[src/verilog/amc_defs.vh]
// register map, field positions, reset values and mode codes of the amplifier control
`ifndef AMC_DEFS_VH
`define AMC_DEFS_VH

// ----------------------------------------------------------------
// register byte offsets
// ----------------------------------------------------------------
`define AMC_OFS_CTRL0     5'h00
`define AMC_OFS_CTRL1     5'h04
`define AMC_OFS_NEGSEL    5'h08
`define AMC_OFS_POSSEL    5'h0c
`define AMC_OFS_HWMODE    5'h10
`define AMC_OFS_OVRIDE    5'h14
`define AMC_OFS_STATUS    5'h18

// ----------------------------------------------------------------
// field positions
// ----------------------------------------------------------------
`define AMC_CTRL0_EN      7
`define AMC_CTRL0_CPON    5
`define AMC_CTRL0_UG      3
`define AMC_CTRL0_SOC     1:0
`define AMC_CTRL1_GAIN    6:4
`define AMC_CTRL1_LADDER  3
`define AMC_CTRL1_NPIN    2:0
`define AMC_NEGSEL_CH     3:0
`define AMC_POSSEL_CH     3:0
`define AMC_POSSEL_PIN    6:4
`define AMC_HWMODE_HIGH   5:4
`define AMC_HWMODE_LOW    1:0
`define AMC_OVR_EN        7
`define AMC_OVR_INV       6
`define AMC_OVR_SRC       2:0

// ----------------------------------------------------------------
// reset values
// ----------------------------------------------------------------
`define AMC_RST_CTRL0     8'h00
`define AMC_RST_CTRL1     8'h00
`define AMC_RST_NEGSEL    8'h00
`define AMC_RST_POSSEL    8'h00
`define AMC_RST_HWMODE    8'h00
`define AMC_RST_OVRIDE    8'h00

// ----------------------------------------------------------------
// mode codes
// ----------------------------------------------------------------
`define AMC_SOC_BASIC     2'h0
`define AMC_SOC_LOW_RAIL  2'h1
`define AMC_SOC_HIGH_RAIL 2'h2
`define AMC_HW_BASIC      2'h0
`define AMC_HW_UNITY      2'h1
`define AMC_HW_RAIL       2'h2

`endif

[src/verilog/amc_onehot.v]
// gated binary to one-hot decoder for the analog switch selects
`timescale 1ns/1ps

module amc_onehot #(
    parameter CW = 3
) (
    input  wire [CW-1:0]      code,
    input  wire               en,
    output wire [(1<<CW)-1:0] hot
);

    genvar i;
    generate
        for (i = 0; i < (1 << CW); i = i + 1)
        begin : g_dec
            // widen the code rather than slice the loop index
            assign hot[i] = en & ({{(32-CW){1'b0}}, code} == i);
        end
    endgenerate

endmodule

[src/verilog/amc_sync.v]
// two flip-flop synchroniser for a group of level inputs
`timescale 1ns/1ps

module amc_sync #(
    parameter W = 8
) (
    input  wire         clk_sys,
    input  wire         rst,
    input  wire [W-1:0] d,
    output reg  [W-1:0] q
);

    reg [W-1:0] meta;

    // the first stage feeds only the second stage
    always @(posedge clk_sys or posedge rst)
    begin
        if (rst)
        begin
            meta <= {W{1'b0}};
            q    <= {W{1'b0}};
        end
        else
        begin
            meta <= d;
            q    <= meta;
        end
    end

endmodule

[src/verilog/amc_top.v]
// amplifier mode control: wishbone registers, override logic and switch drive
//
// Operation
// - enabled amplifier tri-states output pin port driver
// - no override: software output control sets mode
// - unity select feeds output to inverting input
// - override: mode comes from hardware mode register
// - positive channel select picks noninverting source
// - positive pin select picks external noninverting pin
// - negative channel select picks inverting source
// - negative pin select picks external inverting pin
// - ladder connected only while ladder enable set
// - gain code selects ladder tap
// - override active only when enabled; source selectable
// - high signal uses high mode, low uses low
// - invert bit swaps which mode field applies
// - override offers basic, unity and rail drive
// - override rail follows signal and polarity
// - output control: basic, low rail, high rail
// - gain code 111 highest down to 000
//
// Added by the designer: register access over Wishbone and the register offsets.
`timescale 1ns/1ps
`include "amc_defs.vh"

module amc_top #(
    parameter NSRC         = 8,
    parameter SRC_W        = 3,
    parameter CH_W         = 4,
    parameter PIN_W        = 3,
    parameter GAIN_W       = 3,
    parameter [3:0] POS_PIN_CODE = 4'h0,
    parameter [3:0] NEG_PIN_CODE = 4'h0
) (
    input  wire                  clk_sys,
    input  wire                  rst,
    input  wire                  wb_cyc_i,
    input  wire                  wb_stb_i,
    input  wire                  wb_we_i,
    input  wire [4:0]            wb_adr_i,
    input  wire [3:0]            wb_sel_i,
    input  wire [31:0]           wb_dat_i,
    output reg  [31:0]           wb_dat_o,
    output reg                   wb_ack_o,
    input  wire [NSRC-1:0]       override_src,
    output reg                   amp_enable,
    output reg                   charge_pump_on,
    output reg                   amp_output_pin_tristate,
    output reg                   unity_fb,
    output reg                   inv_pin_connect,
    output reg                   rail_high,
    output reg                   rail_low,
    output reg                   ladder_connect,
    output reg  [(1<<GAIN_W)-1:0] ladder_tap,
    output reg  [(1<<CH_W)-1:0]  pos_src,
    output reg  [(1<<PIN_W)-1:0] noninv_input_pin,
    output reg  [(1<<CH_W)-1:0]  neg_src,
    output reg  [(1<<PIN_W)-1:0] inv_input_pin
);

    // ----------------------------------------------------------------
    // software registers
    // ----------------------------------------------------------------
    reg  [7:0] ctrl0;
    reg  [7:0] ctrl1;
    reg  [7:0] negsel;
    reg  [7:0] possel;
    reg  [7:0] hwmode;
    reg  [7:0] ovride;
    wire [7:0] status;

    wire       bus_req;
    wire       wr_en;

    assign bus_req = wb_cyc_i & wb_stb_i & ~wb_ack_o;
    // all fields sit in byte lane 0, the upper lanes are ignored
    assign wr_en   = bus_req & wb_we_i & wb_sel_i[0];

    always @(posedge clk_sys or posedge rst)
    begin
        if (rst)
        begin
            ctrl0  <= `AMC_RST_CTRL0;
            ctrl1  <= `AMC_RST_CTRL1;
            negsel <= `AMC_RST_NEGSEL;
            possel <= `AMC_RST_POSSEL;
            hwmode <= `AMC_RST_HWMODE;
            ovride <= `AMC_RST_OVRIDE;
        end
        else if (wr_en)
        begin
            case (wb_adr_i)
                `AMC_OFS_CTRL0:
                begin
                    ctrl0 <= wb_dat_i[7:0] & 8'hab;
                end
                `AMC_OFS_CTRL1:
                begin
                    ctrl1 <= wb_dat_i[7:0] & 8'h7f;
                end
                `AMC_OFS_NEGSEL:
                begin
                    negsel <= wb_dat_i[7:0] & 8'h0f;
                end
                `AMC_OFS_POSSEL:
                begin
                    possel <= wb_dat_i[7:0] & 8'h7f;
                end
                `AMC_OFS_HWMODE:
                begin
                    hwmode <= wb_dat_i[7:0] & 8'h33;
                end
                `AMC_OFS_OVRIDE:
                begin
                    ovride <= wb_dat_i[7:0] & 8'hc7;
                end
                default:
                begin
                    ctrl0 <= ctrl0;
                end
            endcase
        end
    end

    // ----------------------------------------------------------------
    // bus answer
    // ----------------------------------------------------------------
    reg [7:0] next_rdata;

    always @*
    begin
        case (wb_adr_i)
            `AMC_OFS_CTRL0:  next_rdata = ctrl0;
            `AMC_OFS_CTRL1:  next_rdata = ctrl1;
            `AMC_OFS_NEGSEL: next_rdata = negsel;
            `AMC_OFS_POSSEL: next_rdata = possel;
            `AMC_OFS_HWMODE: next_rdata = hwmode;
            `AMC_OFS_OVRIDE: next_rdata = ovride;
            `AMC_OFS_STATUS: next_rdata = status;
            default:         next_rdata = 8'h00;
        endcase
    end

    // one wait-free cycle: ack rises the edge after the request is seen
    always @(posedge clk_sys or posedge rst)
    begin
        if (rst)
        begin
            wb_ack_o <= 1'b0;
            wb_dat_o <= 32'h0000_0000;
        end
        else
        begin
            wb_ack_o <= bus_req;
            if (bus_req && !wb_we_i)
            begin
                wb_dat_o <= {24'h00_0000, next_rdata};
            end
            else
            begin
                wb_dat_o <= 32'h0000_0000;
            end
        end
    end

    // ----------------------------------------------------------------
    // override source
    // ----------------------------------------------------------------
    // sources may come from peripherals on other clocks, so all pass
    // a synchroniser; this adds two cycles of mode switch latency
    wire [NSRC-1:0] src_sync;
    wire            ovr_on;
    wire            ovr_raw;
    wire            ovr_sig;
    wire [SRC_W-1:0] src_idx;

    amc_sync #(
        .W (NSRC)
    ) u_src_sync (
        .clk_sys (clk_sys),
        .rst     (rst),
        .d       (override_src),
        .q       (src_sync)
    );

    assign src_idx = ovride[`AMC_OVR_SRC];
    assign ovr_on  = ovride[`AMC_OVR_EN];
    assign ovr_raw = src_sync[src_idx];
    assign ovr_sig = ovr_raw ^ ovride[`AMC_OVR_INV];

    // ----------------------------------------------------------------
    // mode resolution
    // ----------------------------------------------------------------
    reg [1:0] hw_mode;
    reg       next_unity;
    reg       next_rail_high;
    reg       next_rail_low;

    always @*
    begin
        hw_mode        = ovr_sig ? hwmode[`AMC_HWMODE_HIGH]
                                 : hwmode[`AMC_HWMODE_LOW];
        next_unity     = 1'b0;
        next_rail_high = 1'b0;
        next_rail_low  = 1'b0;
        if (ovr_on)
        begin
            case (hw_mode)
                `AMC_HW_UNITY:
                begin
                    next_unity = 1'b1;
                end
                `AMC_HW_RAIL:
                begin
                    next_rail_high = ovr_sig;
                    next_rail_low  = ~ovr_sig;
                end
                default:
                begin
                    next_unity = 1'b0;
                end
            endcase
        end
        else
        begin
            next_unity = ctrl0[`AMC_CTRL0_UG];
            case (ctrl0[`AMC_CTRL0_SOC])
                `AMC_SOC_LOW_RAIL:
                begin
                    next_rail_low = 1'b1;
                end
                `AMC_SOC_HIGH_RAIL:
                begin
                    next_rail_high = 1'b1;
                end
                default:
                begin
                    next_rail_low = 1'b0;
                end
            endcase
        end
    end

    // ----------------------------------------------------------------
    // source, pin and ladder selection
    // ----------------------------------------------------------------
    wire                  en;
    wire                  ladder_on;
    wire [CH_W-1:0]       positive_channel_select;
    wire [CH_W-1:0]       negative_channel_select;
    wire                  pos_ext;
    wire                  neg_ext;
    wire [(1<<CH_W)-1:0]  pos_hot;
    wire [(1<<CH_W)-1:0]  neg_hot;
    wire [(1<<PIN_W)-1:0] ppin_hot;
    wire [(1<<PIN_W)-1:0] npin_hot;
    wire [(1<<GAIN_W)-1:0] tap_hot;

    assign en        = ctrl0[`AMC_CTRL0_EN];
    assign ladder_on = en & ctrl1[`AMC_CTRL1_LADDER];
    assign positive_channel_select       = possel[CH_W-1:0];
    assign negative_channel_select       = negsel[CH_W-1:0];
    assign pos_ext   = (positive_channel_select == POS_PIN_CODE[CH_W-1:0]);
    // a unity-gain inverting input leaves the external pin free
    assign neg_ext   = (negative_channel_select == NEG_PIN_CODE[CH_W-1:0]) & ~next_unity;

    // ladder routing to either input is just a channel code
    amc_onehot #(
        .CW (CH_W)
    ) u_pos_ch (
        .code (positive_channel_select),
        .en   (en),
        .hot  (pos_hot)
    );

    amc_onehot #(
        .CW (CH_W)
    ) u_neg_ch (
        .code (negative_channel_select),
        .en   (en & ~next_unity),
        .hot  (neg_hot)
    );

    amc_onehot #(
        .CW (PIN_W)
    ) u_pos_pin (
        .code (possel[6:4]),
        .en   (en & pos_ext),
        .hot  (ppin_hot)
    );

    amc_onehot #(
        .CW (PIN_W)
    ) u_neg_pin (
        .code (ctrl1[`AMC_CTRL1_NPIN]),
        .en   (en & neg_ext),
        .hot  (npin_hot)
    );

    // tap index follows the code: highest code is highest gain
    amc_onehot #(
        .CW (GAIN_W)
    ) u_tap (
        .code (ctrl1[`AMC_CTRL1_GAIN]),
        .en   (ladder_on),
        .hot  (tap_hot)
    );

    // ----------------------------------------------------------------
    // registered switch drive
    // ----------------------------------------------------------------
    always @(posedge clk_sys or posedge rst)
    begin
        if (rst)
        begin
            amp_enable              <= 1'b0;
            charge_pump_on          <= 1'b0;
            amp_output_pin_tristate <= 1'b0;
            unity_fb                <= 1'b0;
            inv_pin_connect         <= 1'b0;
            rail_high               <= 1'b0;
            rail_low                <= 1'b0;
            ladder_connect          <= 1'b0;
            ladder_tap              <= {(1<<GAIN_W){1'b0}};
            pos_src                 <= {(1<<CH_W){1'b0}};
            noninv_input_pin        <= {(1<<PIN_W){1'b0}};
            neg_src                 <= {(1<<CH_W){1'b0}};
            inv_input_pin           <= {(1<<PIN_W){1'b0}};
        end
        else
        begin
            amp_enable              <= en;
            charge_pump_on          <= en & ctrl0[`AMC_CTRL0_CPON];
            amp_output_pin_tristate <= en;
            unity_fb                <= en & next_unity;
            inv_pin_connect         <= en & neg_ext;
            rail_high               <= en & next_rail_high;
            rail_low                <= en & next_rail_low;
            ladder_connect          <= ladder_on;
            ladder_tap              <= tap_hot;
            pos_src                 <= pos_hot;
            noninv_input_pin        <= ppin_hot;
            neg_src                 <= neg_hot;
            inv_input_pin           <= npin_hot;
        end
    end

    // ----------------------------------------------------------------
    // status view
    // ----------------------------------------------------------------
    assign status = {amp_enable, ovr_sig, unity_fb, rail_high,
                     rail_low, ladder_connect, amp_output_pin_tristate,
                     ovr_on};

endmodule
[config.mk]
export PLATFORM = sky130hd
export DESIGN_NAME = amc_top
export DESIGN_NICKNAME = d
export VERILOG_FILES = /design/src/verilog/amc_onehot.v /design/src/verilog/amc_sync.v /design/src/verilog/amc_top.v
export VERILOG_INCLUDE_DIRS = /design/src /design/src/verilog
export SDC_FILE = /design/constraint.sdc
export NUM_CORES = 1
export LEC_CHECK = 0
export BUFFER_PORTS_ARGS = -buffer_cell sky130_fd_sc_hd__buf_4
export CAP_MARGIN = 20
export CORE_MARGIN = 5
export CORE_UTILIZATION = 52
export CTS_BUF_LIST = sky130_fd_sc_hd__clkbuf_4 sky130_fd_sc_hd__clkbuf_8
export DETAILED_ROUTE_END_ITERATION = 10
export GPL_ROUTABILITY_DRIVEN = 0
export GPL_TIMING_DRIVEN = 0
export HOLD_SLACK_MARGIN = 0.08
export PLACE_DENSITY = 0.94
export SYNTH_ARGS = -nofsm -noshare
export SYNTH_HDL_FRONTEND = slang
export SYNTH_SLANG_ARGS = --single-unit
[constraint.sdc]
create_clock -name clk_sys -period 3.7 [get_ports clk_sys]
set_clock_uncertainty 0.05 [all_clocks]
set_input_delay 0.185 -clock clk_sys [delete_from_list [all_inputs] [get_ports clk_sys]]
set_output_delay 0.185 -clock clk_sys [all_outputs]
set_load 0.03 [all_outputs]
## After elaboration in Yosys (flattened, before gate mapping)

Cells that the tools add are included.

- Bits in latches: 0
- Bits of input ports: 54
- Memory bits (writable): 0
- Memories: 0
- Register bits after elaboration: 144
- ROM bits: 0

- Bitwise operators: 72
- Add/sub/neg operators: 0
- Multipliers: 0
- Reductions and logical operators: 14
- Divide/modulo/power cells: 0
- Muxes and demuxes: 13
- Eq/ne operators: 61
- Magnitude comparators: 1
- Shifts and indexed selects: 0

Operators by type and width:

| operator | number |
|---|---|
| 1-bit bitwise AND | 68 |
| 4-bit == test, second input constant | 16 |
| 8-bit one-hot mux with 7 select lines | 1 |
| 3-bit == test, second input constant | 12 |
| 4-bit by 3-bit == test with 1-bit output, second input constant | 8 |
| 3-bit by 2-bit == test with 1-bit output, second input constant | 6 |
| 4-bit by 2-bit == test with 1-bit output, second input constant | 4 |
| 5-bit == test, second input constant | 3 |
| 2-bit AND reduction | 6 |
| 5-bit by 4-bit == test with 1-bit output, second input constant | 2 |
| 3-bit by 1-bit == test with 1-bit output, second input constant | 3 |
| 3-bit logical NOT | 3 |
| 1-bit two-way mux | 9 |
| 4-bit by 1-bit == test with 1-bit output, second input constant | 2 |
| 4-bit logical NOT | 2 |
| 8-bit two-way mux | 1 |
| 5-bit by 3-bit == test with 1-bit output, second input constant | 1 |
| 5-bit logical NOT | 1 |
| 2-bit by 1-bit == test with 1-bit output, second input constant | 2 |
| 2-bit == test, second input constant | 2 |
| 3-bit by 4-bit less-than comparator with 1-bit output, second input constant | 1 |
| 1-bit binary-select mux with 3-bit select | 1 |
| 1-bit NOT | 3 |
| 2-bit two-way mux | 1 |
| other kinds (3) | 3 |

## Longest topological paths before layout

- Depth in word-level cells: 11
- Gate-level depth with buffers: 7
- Depth with buffers taken out: 5

## Modules after synthesis

A second synthesis with hierarchy kept.

- Cells, all modules: 343
- Area total of the unflattened synthesis: 4768.3 um^2

By module, submodules not included:

| module | cells an instance | area each (um^2) | seq. area each (um^2) | times used |
|---|---|---|---|---|
| amc_top | 256 | 3839.9 | 2602.5 | 1 |
| amc_sync | 17 | 404.1 | 400.4 | 1 |
| amc_onehot at u_neg_pin ... | 8 | 96.3 | 0.0 | 3 |
| amc_onehot at u_neg_ch ... | 23 | 117.6 | 0.0 | 2 |

## Least setup slack after synthesis

No wires, ideal clock.

- Path kind: register to register
- Start point: reg ovride[0]
- End point: reg neg_src[8]
- Clock period less this slack: 1821 ps
- Arrival: 1636 ps
- Cell stages (with the launch flop): 7
- Path buffers: 1
- Slack: 1879 ps
- Data required time: 3515 ps
- Setup time: 135 ps
- Path through: dfrtp_1 > buf_4 > mux2i_1 > mux4_2 > mux2_4 > nand4b_1 > nor3_1

- Cells in the longest elaborated chain, start to end: 10

Ends and longest elaborated chain:

| what | RTL line | text |
|---|---|---|
| start, declared | amc_top.v:69 | `reg [7:0] ovride;` |
| start signal, assigned | amc_top.v:88 | `` ovride <= `AMC_RST_OVRIDE; `` |
| start signal, assigned | amc_top.v:115 | `ovride <= wb_dat_i[7:0] & 8'hc7;` |
| 1-bit binary-select mux with 3-bit select | amc_top.v:188 | `assign ovr_raw = src_sync[src_idx];` |
| 1-bit two-way mux (not written as such) | amc_top.v:188 |  |
| 1-bit bitwise XOR | amc_top.v:189 | `` assign ovr_sig = ovr_raw ^ ovride[`AMC_OVR_INV]; `` |
| 2-bit two-way mux | amc_top.v:201 | `` hw_mode = ovr_sig ? hwmode[`AMC_HWMODE_HIGH] `` |
| 2-bit by 1-bit == test with 1-bit output | amc_top.v:208 | `case (hw_mode)` |
| 1-bit two-way mux | amc_top.v:208 |  |
| 1-bit two-way mux | amc_top.v:206 | `if (ovr_on)` |
| 1-bit NOT | amc_top.v:280 | `.en (en & ~next_unity),` |
| 1-bit bitwise AND | amc_top.v:280 |  |
| 1-bit bitwise AND | amc_onehot.v:17 | `assign hot[i] = en & ({{(32-CW){1'b0}}, code} == i);` |
| named net neg_hot[8] | amc_top.v:254 | `wire [(1<<CH_W)-1:0] neg_hot;` |
| end signal, assigned | amc_top.v:327 | `neg_src <= {(1<<CH_W){1'b0}};` |
| end signal, assigned | amc_top.v:343 | `neg_src <= neg_hot;` |
| end, declared | amc_top.v:57 | `output reg [(1<<CH_W)-1:0] neg_src,` |

The timed path passes the listed nets, and every way through them passes these cells. The select of a mux whose other input is x is not followed.
A chain may end at the register's enable or synchronous reset.

## Worst setup path in the final report

- Start point: in wb_stb_i
- End point: reg ctrl0[7]

- Cells in the longest elaborated chain, start to end: 5

Ends and longest elaborated chain:

| what | RTL line | text |
|---|---|---|
| start, declared | amc_top.v:38 | `input wire wb_stb_i,` |
| 1-bit bitwise AND (2 in series) | amc_top.v:75 | `assign bus_req = wb_cyc_i & wb_stb_i & ~wb_ack_o;` |
| named net bus_req | amc_top.v:72 | `wire bus_req;` |
| 1-bit bitwise AND (2 in series) | amc_top.v:77 | `assign wr_en = bus_req & wb_we_i & wb_sel_i[0];` |
| 2-bit AND reduction (no line) | -- |  |
| end signal, assigned | amc_top.v:83 | `` ctrl0 <= `AMC_RST_CTRL0; `` |
| end signal, assigned | amc_top.v:95 | `ctrl0 <= wb_dat_i[7:0] & 8'hab;` |
| end signal, assigned | amc_top.v:119 | `ctrl0 <= ctrl0;` |
| end, declared | amc_top.v:64 | `reg [7:0] ctrl0;` |

The timed path passes the listed nets, and every way through them passes these cells.

==> impl_metrics.csv <==
group,metric,value,unit
clocking,clk_pin_slew,0.07,ns
global_routing,grt_max_degree,82,
clocking,htreeDepth,4,
clocking,cts_tree,"built",
layout,nFillCells,546,
sta,finalHoldViolations,0,
yosys,synthesis.area,0.00467,mm²
critical_path,reg2reg_to,"neg_src[4]$_DFF_PP0_",
critical_path,worstPathRequired,3.95,ns
die,die_y,105,µm
sta,rsz0062_at_grt,"no",
placed_design,port_buffers,99,
clocking,cts_made_buffers,17,
global_routing,grt_overflow,0,
pwr,p_leak,3.12,nW
pwr,vdd_drop_max,222,µV
min_path,holdPathStages,3,
clocking,clock_latency,0.42,ns
pwr,p_switching,0.648,mW
sta,period_share,0.697,
critical_path,r2r_slack,1.68,ns
yosys,ys_warn_count,0,
layout,layout.nets,585,
layout,drive_above_1_share,0.371,
clocking,postCtsResizedCells,0,
pwr,p_sw_frac,0.240,
die,ios,151,
die,coreArea,0.00872,mm²
critical_path,cp_max_fo,6,
layout,final_area,0.00625,mm²
flow_run,cap_violations,0,
clocking,clockBufferDepth,2,
yosys,synthArstFlopShare,1.00,
yosys,synth_cell_type_count,40,
placed_design,place_area,0.00567,mm²
critical_path,r2r-start,"ovride[0]$_DFFE_PP0P_",
layout,multi_input_area,0.00150,mm²
critical_path,ff2ff_path_depth,6,
critical_path,worstPathArrival,2.83,ns
sta,drv_slew,0,
sta,timing.fmax,0.388,GHz
routing,drtAntennaViolNets,0,
pwr,internal-power,2.05,mW
critical_path,end_kind,"flip-flop",
yosys,yosysSeqAreaShare,0.643,
layout,syn_to_final_growth,33.7,%
clocking,cts_sinks,120,
die,die_w,105,µm
yosys,synth-seq-cells,120,
clocking,root_buffer,"clkbuf_8",
yosys,netlist.area_leader.share,0.643,
global_routing,gr-usage-all-layers,0.202,
routing,via_per_inst,5.09,
die,dieArea,0.0110,mm²
status,outcome,"complete, no violations",
pwr,power_density,433,mW/mm²
global_routing,antenna_found_initial,0,
pwr,power_frac_comb,0.079,
routing,wl_per_cell,16.2,µm
critical_path,path_class,"primary input to flip-flop",
layout,final_cells,652,
routing,drt_first_pass_iters,7,
yosys,synth_area_leaders,"dfrtp_1, mux2_2, buf_4",
sta,final-setup-viol-count,0,
routing,drc,0,
yosys,netlist_top_cells_count,"dfrtp_1, nor2_1, mux2_2",
min_path,hold_path_end,"negsel[0]$_DFFE_PP0P_",
min_path,min_path_type,"primary input to flip-flop",
routing,via_count,3318,
die,rows,34,
layout,antennaDiodeCount,0,
sta,period_needed,2.58,ns
global_routing,grt_pass1_vias,3490,
yosys,syn_area_per_cell,12.6,µm²
pwr,seqPwrFrac,0.503,
critical_path,cp-start-kind,"primary input",
yosys,syn_inst,370,
sta,slew_headroom,0.580,
global_routing,grt_pass1_wl,17600,µm
yosys,yosys.cell_count.top_type,"dfrtp_1",
die,start_util,0.536,
placed_design,placed_cells,601,
sta,tightest_slew,0.628,ns
layout,utilization,0.716,
routing,wirelength,10500,µm
placed_design,dp_hpwl,7640,µm
routing,drtIter0Drc,267,
yosys,synth-edff-count,0,
min_path,hp-start,"wb_adr_i[4]",
yosys,yosysTopAreaCell,"dfrtp_1",
layout,regArea,0.00300,mm²
pwr,clkPwrFrac,0.417,
yosys,synth-main-ff-cell,"dfrtp_1",
## cell type report
| cell class | count | share of cell area |
|---|---|---|
| inverter | 2 | 0.00160 |
| clock inverter | 12 | 0.0202 |
| buffer | 40 | 0.0401 |
| timing repair buffer | 119 | 0.154 |
| tap | 108 | 0.0216 |
| sequential | 120 | 0.481 |
| clock buffer | 20 | 0.0421 |
| multi-input combinational | 231 | 0.240 |
## layout by cell type, fill, tap and decap left out, types with 4 or more instances in the layout
| master | synthesis | final |
|---|---|---|
| mux2_2 | 35 | 35 |
| a22oi_1 | 8 | 8 |
| nand2_1 | 14 | 14 |
| conb_1 | 1 | 24 |
| dlygate4sd3_1 | 0 | 19 |
| nor3b_1 | 4 | 4 |
| nand3b_1 | 5 | 5 |
| clkinv_2 | 0 | 4 |
| clkbuf_1 | 12 | 12 |
| clkinvlp_4 | 0 | 5 |
| nor2_1 | 52 | 52 |
| clkbuf_8 | 0 | 18 |
| dfrtp_1 | 120 | 120 |
| nand3_1 | 7 | 7 |
| a21oi_1 | 6 | 6 |
| nor3_1 | 16 | 16 |
| and2_1 | 5 | 5 |
| nand2b_1 | 13 | 13 |
| buf_4 | 26 | 125 |
| mux2i_1 | 8 | 8 |
## sequential cells by signal, summed over array words and instances (netlist names), 4 cells and up
register,cells
u_src_sync.q,8
hwmode,4
negsel,4
ovride,5
wb_dat_o,8
ctrl1,7
pos_src,16
ladder_tap,8
ctrl0,5
neg_src,16
inv_input_pin,8
u_src_sync.meta,8
noninv_input_pin,8
possel,7
## worst max-delay path by stage
stage	cells past startpoint	endpoint	slack, ns	from
global route	10	ctrl0[7]$_DFFE_PP0P_	1.02	wb_stb_i
CTS	10	ctrl0[7]$_DFFE_PP0P_	1.18	wb_stb_i
global placement	2	pos_src[11]$_DFF_PP0_	-0.63	rst
floorplan	1	amp_output_pin_tristate$_DFF_PP0_	0.28	rst
detailed placement	6	neg_src[12]$_DFF_PP0_	1.69	ovride[0]$_DFFE_PP0P_
finish	10	ctrl0[7]$_DFFE_PP0P_	1.12	wb_stb_i
## per-layer routing
metal	GRT usage	routed length, µm	vias up
li1	-	-	1549
met2	0.330	5440	157
met1	0.244	4020	1586
met3	0.0697	843	26
met4	0.0858	250	0
met5	0	0	-
## worst max-delay path: stages
cell	delay [ns]
dlygate4sd3_1	0.53
buf_4	0.10
nand2_1	0.03
dlygate4sd3_1	0.54
nor2_1	0.18
and3_1	0.20
clkbuf_1	0.21
and2_1	0.16
clkbuf_1	0.30
mux2_2	0.38
## what timing repair did
action / CTS / global route
buffers inserted: 0 / 0
hold buffers: 19 / 0
endpoints found under the hold margin: 80 / 0
## power groups by stage
stage               Sequential (mW)  Clock, mW  Combinational (mW)
global route                   1.36       1.22               0.233
finish                         1.36       1.13               0.214
floorplan                      1.39          0               0.127
global placement               1.38          0               0.186
CTS                            1.36       1.15               0.213
detailed placement             1.38          0               0.196
## stage by stage
| stage | TNS, ns | setup WS, ns | power [mW] | hold WS, ns |
|---|---|---|---|---|
| after detailed placement | 0 | 1.69 | 1.58 | 0.207 |
| after floorplan | 0 | 0.279 | 1.51 | 0.166 |
| after global placement | -74.80 | -0.630 | 1.57 | 0.245 |
| final | 0 | 1.12 | 2.70 | 0.164 |
| after CTS | 0 | 1.18 | 2.72 | 0.132 |
| after global routing | 0 | 1.02 | 2.82 | 0.137 |
## kinds of logic after synthesis
kind of cell,synth area share
AO/OA/AOI/OAI,0.0380
XOR/XNOR,0.00187
buffers and inverters,0.0552
flip-flops,0.643
multiplexers,0.110
other,0.000802
AND/OR/NAND/NOR,0.152
(Power assumes the default switching activity.)
